`src/pth_cfg.svh`:
```
`ifndef PTH_CFG_SVH
`define PTH_CFG_SVH

// ****************************************************************
// register offsets
// ****************************************************************
`define PTH_ADDR_W        3
`define PTH_OFF_COUNT     3'h0
`define PTH_OFF_PERIOD    3'h1
`define PTH_OFF_CONTROL   3'h2
`define PTH_OFF_HLIMIT    3'h3
`define PTH_OFF_RSTSEL    3'h4
`define PTH_OFF_IRQ_STAT  3'h5
`define PTH_OFF_IRQ_CLR   3'h6
`define PTH_OFF_IRQ_EN    3'h7

// ****************************************************************
// field positions
// ****************************************************************
`define PTH_CTRL_RUN_BIT  7
`define PTH_CTRL_PS_MSB   6
`define PTH_CTRL_PS_LSB   4
`define PTH_CTRL_POST_MSB 3
`define PTH_CTRL_POST_LSB 0
`define PTH_IRQ_MATCH     0
`define PTH_IRQ_PULSE     1
`define PTH_IRQ_TRIG      2
`define PTH_IRQ_STOP      3
`define PTH_SRC_MAX       8

// ****************************************************************
// reset values
// ****************************************************************
`define PTH_RST_COUNT     8'h00
`define PTH_RST_PERIOD    8'hFF

`endif

```
`src/pth_pkg.sv`:
```
`include "pth_cfg.svh"

package pth_pkg;

  // ****************************************************************
  // types
  // ****************************************************************
  typedef enum logic [1:0] {
    PTH_ST_IDLE  = 2'b00,
    PTH_ST_WAIT  = 2'b01,
    PTH_ST_COUNT = 2'b10
  } pth_st_e;

  typedef enum logic [3:0] {
    PTH_M_FREE_SW     = 4'h0,
    PTH_M_FREE_GATE_H = 4'h1,
    PTH_M_FREE_GATE_L = 4'h2,
    PTH_M_FREE_RST_R  = 4'h3,
    PTH_M_FREE_RST_F  = 4'h4,
    PTH_M_FREE_RST_B  = 4'h5,
    PTH_M_FREE_LVL_H  = 4'h6,
    PTH_M_FREE_LVL_L  = 4'h7,
    PTH_M_ONE_SW      = 4'h8,
    PTH_M_ONE_START_R = 4'h9,
    PTH_M_ONE_GATE_H  = 4'hA,
    PTH_M_MONO_R      = 4'hB,
    PTH_M_MONO_F      = 4'hC,
    PTH_M_MONO_B      = 4'hD
  } pth_mode_e;

  typedef struct packed {
    logic gate_en;
    logic gate_pol;
    logic edge_rise;
    logic edge_fall;
    logic lvl_en;
    logic lvl_pol;
    logic start_edge;
    logic one_shot;
    logic mono;
  } pth_modecfg_s;

  typedef struct packed {
    logic [`PTH_ADDR_W-1:0] addr;
    logic [7:0]             wdata;
    logic                   wr;
    logic                   rd;
  } pth_bus_s;

  typedef struct packed {
    logic [7:0] timer_count;
    logic       tick;
    logic       match;
    logic       running;
  } pth_ccp_s;

  typedef struct packed {
    logic [7:0]              timer_count;
    logic [7:0]              period_value;
    logic                    timer_run_bit;
    logic [2:0]              prescale;
    logic [3:0]              postscale_select;
    logic [3:0]              mode;
    logic [2:0]              reset_source_select;
    logic [6:0]              pre;
    logic [3:0]              post;
    pth_st_e                 st;
    logic                    pulse;
    logic                    tick;
    logic                    match;
    logic                    running;
    logic [3:0]              irq_stat;
    logic [3:0]              irq_en;
    logic [7:0]              rdata;
    logic [`PTH_SRC_MAX-1:0] sync1;
    logic [`PTH_SRC_MAX-1:0] sync2;
    logic                    prev;
    logic                    frz1;
    logic                    frz2;
  } pth_state_s;

endpackage : pth_pkg

```
`src/pth_timer.sv`:
```
// Our own choices: the plain strobed port and the register offsets.
`timescale 1ns/1ps
`default_nettype none
`include "pth_cfg.svh"

module pth_timer
  import pth_pkg::*;
#(
  parameter int N_SRC = 4
) (
  input  wire logic             clk,
  input  wire logic             rst_n,
  input  wire pth_bus_s         bus,
  output logic [7:0]            rdata,
  input  wire logic [N_SRC-1:0] ext_src,
  input  wire logic             dbg_freeze,
  output logic                  postscaled_pulse_out,
  output pth_ccp_s              capture_compare_pwm_unit,
  output logic                  irq
);

  // ****************************************************************
  // elaboration check
  // ****************************************************************
  if (N_SRC < 1 || N_SRC > `PTH_SRC_MAX) begin : g_bad_nsrc
    $error("pth_timer: N_SRC must be 1 to 8");
  end

  // ****************************************************************
  // functions
  // ****************************************************************
  // prescaler terminal count for a 1:2^n division
  function automatic logic [6:0] pth_pre_limit(input logic [2:0] ps);
    logic [7:0] one_hot;
    one_hot = 8'h01 << ps;
    return 7'(one_hot - 8'h01);
  endfunction : pth_pre_limit

  // mode field to behaviour flags
  function automatic pth_modecfg_s pth_decode(input logic [3:0] m);
    pth_modecfg_s c;
    c = '0;
    unique case (pth_mode_e'(m))
      PTH_M_FREE_SW     : c = '0;
      PTH_M_FREE_GATE_H : begin c.gate_en = 1'b1; c.gate_pol = 1'b1; end
      PTH_M_FREE_GATE_L : c.gate_en = 1'b1;
      PTH_M_FREE_RST_R  : c.edge_rise = 1'b1;
      PTH_M_FREE_RST_F  : c.edge_fall = 1'b1;
      PTH_M_FREE_RST_B  : begin c.edge_rise = 1'b1; c.edge_fall = 1'b1; end
      PTH_M_FREE_LVL_H  : begin c.lvl_en = 1'b1; c.lvl_pol = 1'b1; end
      PTH_M_FREE_LVL_L  : c.lvl_en = 1'b1;
      PTH_M_ONE_SW      : c.one_shot = 1'b1;
      PTH_M_ONE_START_R : begin
        c.one_shot = 1'b1; c.start_edge = 1'b1; c.edge_rise = 1'b1;
      end
      PTH_M_ONE_GATE_H  : begin
        c.one_shot = 1'b1; c.gate_en = 1'b1; c.gate_pol = 1'b1;
      end
      PTH_M_MONO_R      : begin
        c.mono = 1'b1; c.start_edge = 1'b1; c.edge_rise = 1'b1;
      end
      PTH_M_MONO_F      : begin
        c.mono = 1'b1; c.start_edge = 1'b1; c.edge_fall = 1'b1;
      end
      PTH_M_MONO_B      : begin
        c.mono = 1'b1; c.start_edge = 1'b1; c.edge_rise = 1'b1; c.edge_fall = 1'b1;
      end
      default           : c = '0; // unused codes run free
    endcase
    return c;
  endfunction : pth_decode

  // ****************************************************************
  // reset release
  // ****************************************************************
  logic rst_meta_n;
  logic rst_sync_n;

  // two flops release the async reset cleanly
  always_ff @(posedge clk or negedge rst_n) begin
    if (!rst_n) begin
      rst_meta_n <= 1'b0;
      rst_sync_n <= 1'b0;
    end else begin
      rst_meta_n <= 1'b1;
      rst_sync_n <= rst_meta_n;
    end
  end

  // ****************************************************************
  // state and next state
  // ****************************************************************
  localparam pth_state_s RST_STATE = '{
    timer_count  : `PTH_RST_COUNT,
    period_value : `PTH_RST_PERIOD,
    st           : PTH_ST_IDLE,
    default      : '0
  };

  pth_state_s              q;
  pth_state_s              d;
  pth_modecfg_s            mc;
  logic [`PTH_SRC_MAX-1:0] ext_pad;
  logic                    frz;
  logic                    sel;
  logic                    edge_trig;
  logic                    gate_ok;
  logic                    lvl_rst;
  logic                    active;
  logic                    tick;
  logic                    is_match;
  logic                    post_hit;
  logic                    sw_clr;
  logic [3:0]              ev;
  logic [3:0]              clr;

  // widen the source bus to the fixed sync width
  always_comb begin
    ext_pad = '0;
    ext_pad[N_SRC-1:0] = ext_src;
  end

  // trigger, gate and tick decode
  always_comb begin
    mc        = pth_decode(q.mode);
    frz       = q.frz2;
    sel       = q.sync2[q.reset_source_select];
    edge_trig = !frz && ((mc.edge_rise && sel && !q.prev) ||
                         (mc.edge_fall && !sel && q.prev));
    gate_ok   = !mc.gate_en || frz || (sel == mc.gate_pol);
    lvl_rst   = mc.lvl_en && !frz && (sel == mc.lvl_pol);
    active    = (q.st == PTH_ST_COUNT) && q.timer_run_bit && gate_ok;
    tick      = active && !lvl_rst && !edge_trig &&
                (q.pre == pth_pre_limit(q.prescale));
    is_match  = q.timer_count == q.period_value;
    post_hit  = q.post == q.postscale_select;
    sw_clr    = bus.wr && (bus.addr == `PTH_OFF_COUNT || bus.addr == `PTH_OFF_CONTROL);
  end

  // next-state logic
  always_comb begin
    d       = q;
    ev      = '0;
    clr     = '0;
    d.tick  = 1'b0;
    d.match = 1'b0;
    d.sync1 = ext_pad;
    d.sync2 = q.sync1;
    d.prev  = sel;
    d.frz1  = dbg_freeze;
    d.frz2  = q.frz1;
    if (tick) begin
      d.pulse = 1'b0;
    end

    // sequencing of the timer
    unique case (q.st)
      PTH_ST_IDLE : begin
        d.pulse = 1'b0;
        if (q.timer_run_bit) begin
          d.st = mc.start_edge ? PTH_ST_WAIT : PTH_ST_COUNT;
        end
      end
      PTH_ST_WAIT : begin
        d.pulse = 1'b0;
        if (!q.timer_run_bit) begin
          d.st = PTH_ST_IDLE;
        end else if (edge_trig) begin
          d.st          = PTH_ST_COUNT;
          d.timer_count = 8'h00;
          d.pre         = 7'h00;
          d.post        = 4'h0;
          ev[`PTH_IRQ_TRIG] = 1'b1;
        end
      end
      PTH_ST_COUNT : begin
        if (!q.timer_run_bit) begin
          d.st    = PTH_ST_IDLE;
          d.pulse = 1'b0;
        end else if (lvl_rst || edge_trig) begin
          d.timer_count = 8'h00;
          d.pre         = 7'h00;
          d.post        = 4'h0;
          ev[`PTH_IRQ_TRIG] = edge_trig;
        end else if (active) begin
          d.pre  = tick ? 7'h00 : 7'(q.pre + 7'h01);
          d.tick = tick;
          if (tick && is_match) begin
            d.timer_count = 8'h00;
            d.match       = 1'b1;
            ev[`PTH_IRQ_MATCH] = 1'b1;
            if (post_hit) begin
              d.post  = 4'h0;
              d.pulse = 1'b1;
              ev[`PTH_IRQ_PULSE] = 1'b1;
            end else begin
              d.post = 4'(q.post + 4'h1);
            end
            if (mc.one_shot) begin
              d.timer_run_bit = 1'b0;
              d.st            = PTH_ST_IDLE;
              ev[`PTH_IRQ_STOP] = 1'b1;
            end else if (mc.mono) begin
              d.st = PTH_ST_WAIT;
              ev[`PTH_IRQ_STOP] = 1'b1;
            end
          end else if (tick) begin
            d.timer_count = 8'(q.timer_count + 8'h01);
          end
        end
      end
      default : begin
        d.st = PTH_ST_IDLE;
      end
    endcase

    // register writes from software
    if (bus.wr) begin
      unique case (bus.addr)
        `PTH_OFF_COUNT : begin
          d.timer_count = bus.wdata;
          d.pre         = 7'h00;
          d.post        = 4'h0;
        end
        `PTH_OFF_PERIOD : d.period_value = bus.wdata;
        `PTH_OFF_CONTROL : begin
          d.timer_run_bit    = bus.wdata[`PTH_CTRL_RUN_BIT];
          d.prescale         = bus.wdata[`PTH_CTRL_PS_MSB:`PTH_CTRL_PS_LSB];
          d.postscale_select = bus.wdata[`PTH_CTRL_POST_MSB:`PTH_CTRL_POST_LSB];
          d.pre              = 7'h00;
          d.post             = 4'h0;
          d.pulse            = d.pulse && bus.wdata[`PTH_CTRL_RUN_BIT];
        end
        `PTH_OFF_HLIMIT : d.mode = bus.wdata[3:0];
        `PTH_OFF_RSTSEL : d.reset_source_select = bus.wdata[2:0];
        `PTH_OFF_IRQ_CLR : clr = bus.wdata[3:0];
        `PTH_OFF_IRQ_EN : d.irq_en = bus.wdata[3:0];
        default : d.irq_en = q.irq_en;                         // status is read-only
      endcase
    end

    // sticky events, a set beats a clear in the same cycle
    d.irq_stat = (q.irq_stat & ~clr) | ev;
    d.running  = d.st == PTH_ST_COUNT;

    // read data stands only in the cycle after the strobe
    d.rdata = 8'h00;
    if (bus.rd) begin
      unique case (bus.addr)
        `PTH_OFF_COUNT    : d.rdata = q.timer_count;
        `PTH_OFF_PERIOD   : d.rdata = q.period_value;
        `PTH_OFF_CONTROL  : d.rdata = {q.timer_run_bit, q.prescale, q.postscale_select};
        `PTH_OFF_HLIMIT   : d.rdata = {4'h0, q.mode};
        `PTH_OFF_RSTSEL   : d.rdata = {5'h00, q.reset_source_select};
        `PTH_OFF_IRQ_STAT : d.rdata = {4'h0, q.irq_stat};
        `PTH_OFF_IRQ_EN   : d.rdata = {4'h0, q.irq_en};
        default           : d.rdata = 8'h00;                   // clear register reads zero
      endcase
    end
  end

  // state register
  always_ff @(posedge clk or negedge rst_sync_n) begin
    if (!rst_sync_n) begin
      q <= RST_STATE;
    end else begin
      q <= d;
    end
  end

  // ****************************************************************
  // outputs
  // ****************************************************************
  assign rdata                = q.rdata;
  assign postscaled_pulse_out = q.pulse;
  assign irq                  = |(q.irq_stat & q.irq_en);
  // live count and period timing for the pwm unit
  assign capture_compare_pwm_unit = '{timer_count : q.timer_count,
                 tick        : q.tick,
                 match       : q.match,
                 running     : q.running};
endmodule : pth_timer

`default_nettype wire

```
`config.mk`:
```
export PLATFORM = sky130hd
export DESIGN_NAME = pth_timer
export DESIGN_NICKNAME = d
export VERILOG_FILES = /design/src/pth_pkg.sv /design/src/pth_timer.sv
export VERILOG_INCLUDE_DIRS = /design/src
export SDC_FILE = /design/constraint.sdc
export NUM_CORES = 1
export LEC_CHECK = 0
export BUFFER_PORTS_ARGS = -buffer_cell sky130_fd_sc_hd__buf_2
export CORE_MARGIN = 10
export CORE_UTILIZATION = 61
export DETAILED_ROUTE_END_ITERATION = 10
export GPL_TIMING_DRIVEN = 0
export PLACE_DENSITY = 0.81
export SLEW_MARGIN = 20
export SYNTH_ARGS = -nofsm -noshare
export SYNTH_HDL_FRONTEND = slang
export SYNTH_SLANG_ARGS = --single-unit
```
`constraint.sdc`:
```
create_clock -name clk -period 2.6 [get_ports clk]
set_input_delay 0.39 -clock clk [delete_from_list [all_inputs] [get_ports clk]]
set_output_delay 0.39 -clock clk [all_outputs]
set_load 0.02 [all_outputs]
```
==> metrics.cfg <==
[timing]
setup_ws_ns=-0.271
layout_worst_path_cycle_share=1.10
max_freq_ghz=0.348
rsz0062_at_grt=true
period_minus_slack_ns=2.87
setup_viol=24
slew_headroom=0.327
skew_ns=0.0141
slew_violations=0
final-hold-violation-count=0
tightest_slew_ns=1.01

[die]
dieArea_um2=12000
start_util=0.632
coreArea_um2=7770
io_pins=41
row_count=32
die-width_um=110
die_h_um=110

[critical_path]
crit_type=reg2reg
slowest_delay_ns=0.39
crit_family=simple AND/OR/NAND/NOR gates
worstReg2RegStart=q[63]
cp-end-kind=flip-flop
cp-start-kind=flip-flop
crit_arrival_ns=3.09
crit_chain=buf_6 -> or3_4 -> ha_4 -> xnor2_2 -> and4_1 -> o311a_1 -> and3_4 -> buf_8 -> o21ai_1 -> a222oi_1 -> mux2i_1
timing.rr.end=q[48]
crit_buf_inv=2
slowest_stage=dfrtp_1
cp_max_fo=7
cp-startpoint=q[63]
worstPathRequired_ns=2.82
reg2regPathDepth=11
r2r_slack_ns=-0.27

[yosys]
synth_area_leaders=dfrtp_1 35%, mux2_2 6.6%, dfstp_2 4.3%
synth_simple_gate_area_frac=0.205
synth_adder_area_share=0.0204
yosysSeqAreaShare=0.394
ys_async_sr_fraction=1.00
synth_top_area_frac=0.352
synth_compound_area_frac=0.167
synthCells=516
syn_avg_cell_area_um2=9.52
yosys_most_used_dff=dfrtp_1
synth.distinct_cells=79
synth_top_family_by_area=simple AND/OR/NAND/NOR gates
synthMuxAreaShare=0.108
synthXorXnorAreaFrac=0.0352
ys_warn_count=0
yosysTopAreaCell=dfrtp_1
synth_seq_cells=77
synth_area_um2=4910
synth_fp_nets=544
synth_edf_count=0

[run]
cap_viol_max_count=0

[place]
post_dp_cell_area_um2=5310
io_buffers=40
place.gp.congestion=0.960
dp_hpwl_um=10100

[clock_network]
cts_buffer_depth=2
cts_made_buffers=9
clkTransAtPathRegs_ns=0.09
cts_sinks=77
insertion_delay_ns=0.36
cts.htree.levels=3
cts_root_buf=clkbuf_8
cts_tree=yes

[grt]
grt_max_degree=47
grt_pass1_vias=4227
antenna_found_initial=0
grt_pass1_wl_um=22500
grt_overflow=0
grt_usage=0.237

[status]
violations=negative setup slack
status=complete, but fails checks

[power_and_ir_drop]
vdd_ir_drop_max_mv=0.531
p_int_w=0.00265
pwr-share-seq=0.353
leakagePower_nw=2.51
p_total_w=0.00458
combPwrFrac=0.455
power_switching_w=0.00193
clockPowerShare=0.192
pwr_density_cell_nw_per_um2=773
switching_share=0.421

[final_layout]
drive_above_1_share=0.344
final_cell_area_um2=5920
antenna_cells=0
final_common_cell=dfrtp_1
syn_to_final_growth_pct=20.6
final_core_util=0.762
nets=622
layout_common_cells=68 x dfrtp_1, 48 x buf_2, 46 x nand2_1, 42 x buf_4, 35 x nor2_1

[detailed_routing]
ant_nets=0
route.detailed.drc=0
dr_total_vias=4468
firstDrtPassIters=5
wire_per_inst_um=20.4
viasPerCell=6.37
wirelength_um=14300
drt_iter0_drc=592

[hold_path]
min_to=d[3]
worstHoldStart=ext_src[0]
hold_depth=1
hp-class=in2reg

-- cells in the mapped netlist (all sizes together), types with 11 or more instances --
cell type / instances
nor3: 14
mux2: 29
a31oi: 13
a21oi: 28
nor2: 37
nand2: 47
mux2i: 16
nand2b: 11
buf: 38
dfrtp: 69
clkbuf: 11
nand3: 19
o21ai: 18
-- power by group through the flow --
stage          combinational, W  sequential, W  clock (W)
2_1_floorplan           0.00134        0.00157          0
3_5_place_dp            0.00177        0.00163          0
6_report                0.00208        0.00161   0.000879
5_1_grt                 0.00224        0.00164   0.000950
4_1_cts                 0.00195        0.00161   0.000897
3_3_place_gp            0.00172        0.00164          0
-- worst reg2reg max path, delay by kind of cell (launching register included) --
family	cells	cell delay, ns
compound gates	3	0.66
mux	1	0.16
simple gates	3	0.84
buf+inv	2	0.30
fa+ha+maj	1	0.21
xor+xnor	1	0.18
flops	1	0.39
-- per-layer routing --
metal | GRT usage | part of all wire
met5 | 0 | 0
met4 | 0.0874 | 0.020
met3 | 0.0345 | 0.091
met2 | 0.366 | 0.48
met1 | 0.332 | 0.41
-- repair_timing --
action                     4_1_cts  5_1_grt
hold buffers                     1        0
hold endpoints to repair         2        0
setup buffers                   19       10
gates resized for setup         34       16
setup endpoints to repair       28       27
pin swaps                       30       14
-- flip-flops by register name, summed over array words and instances, names as in the netlist --
register                  flops
q                            49
capture_compare_pwm_unit     11
rdata                         8
d                             5
frz                           1
postscaled_pulse_out          1
rst_meta_n                    1
rst_sync_n                    1
-- layout make-up --
class | count | area [µm²]
multi-input cells | 379 | 2860
repair buffers | 70 | 470
inverters | 11 | 43.8
plain buffers | 46 | 293
well taps | 102 | 128
clock buffers | 9 | 124
clock inverters | 7 | 61.3
flip-flops and latches | 77 | 1940
fillers | 557 | 1850
-- worst max-delay path by stage --
stage,slack (ns),endpoint,cells after the start
after floorplan,-0.24,capture_compare_pwm_unit[5],12
after CTS,-0.18,capture_compare_pwm_unit[5],10
after global placement,-0.50,capture_compare_pwm_unit[10],0
after detailed placement,-0.51,capture_compare_pwm_unit[5],13
after global routing,-0.44,q[48],11
final,-0.27,q[48],11
-- through the flow --
stage                     std cells  TNS, ns  hold WS, ns  worst slack (ns)
final                           701    -3.50        0.128            -0.271
after global routing            701    -6.11        0.115            -0.437
after CTS                       692    -1.88        0.117            -0.184
after detailed placement        659   -10.81        0.176            -0.515
after floorplan                 516    -3.03       0.0944            -0.245
after global placement          658   -42.65        0.175            -0.502
-- cell families (layout without fill, tap and decap cells) --
family | Yosys count | count (layout)
buffers and inverters | 60 | 143
muxes | 47 | 47
other | 1 | 1
AOI/OAI and AO/OA | 116 | 116
DFF | 77 | 77
and+or+nand+nor | 189 | 189
adders and majority gates | 8 | 8
xor gates and xnor gates | 18 | 18
Note: power is estimated with default switching activity, not from simulation.
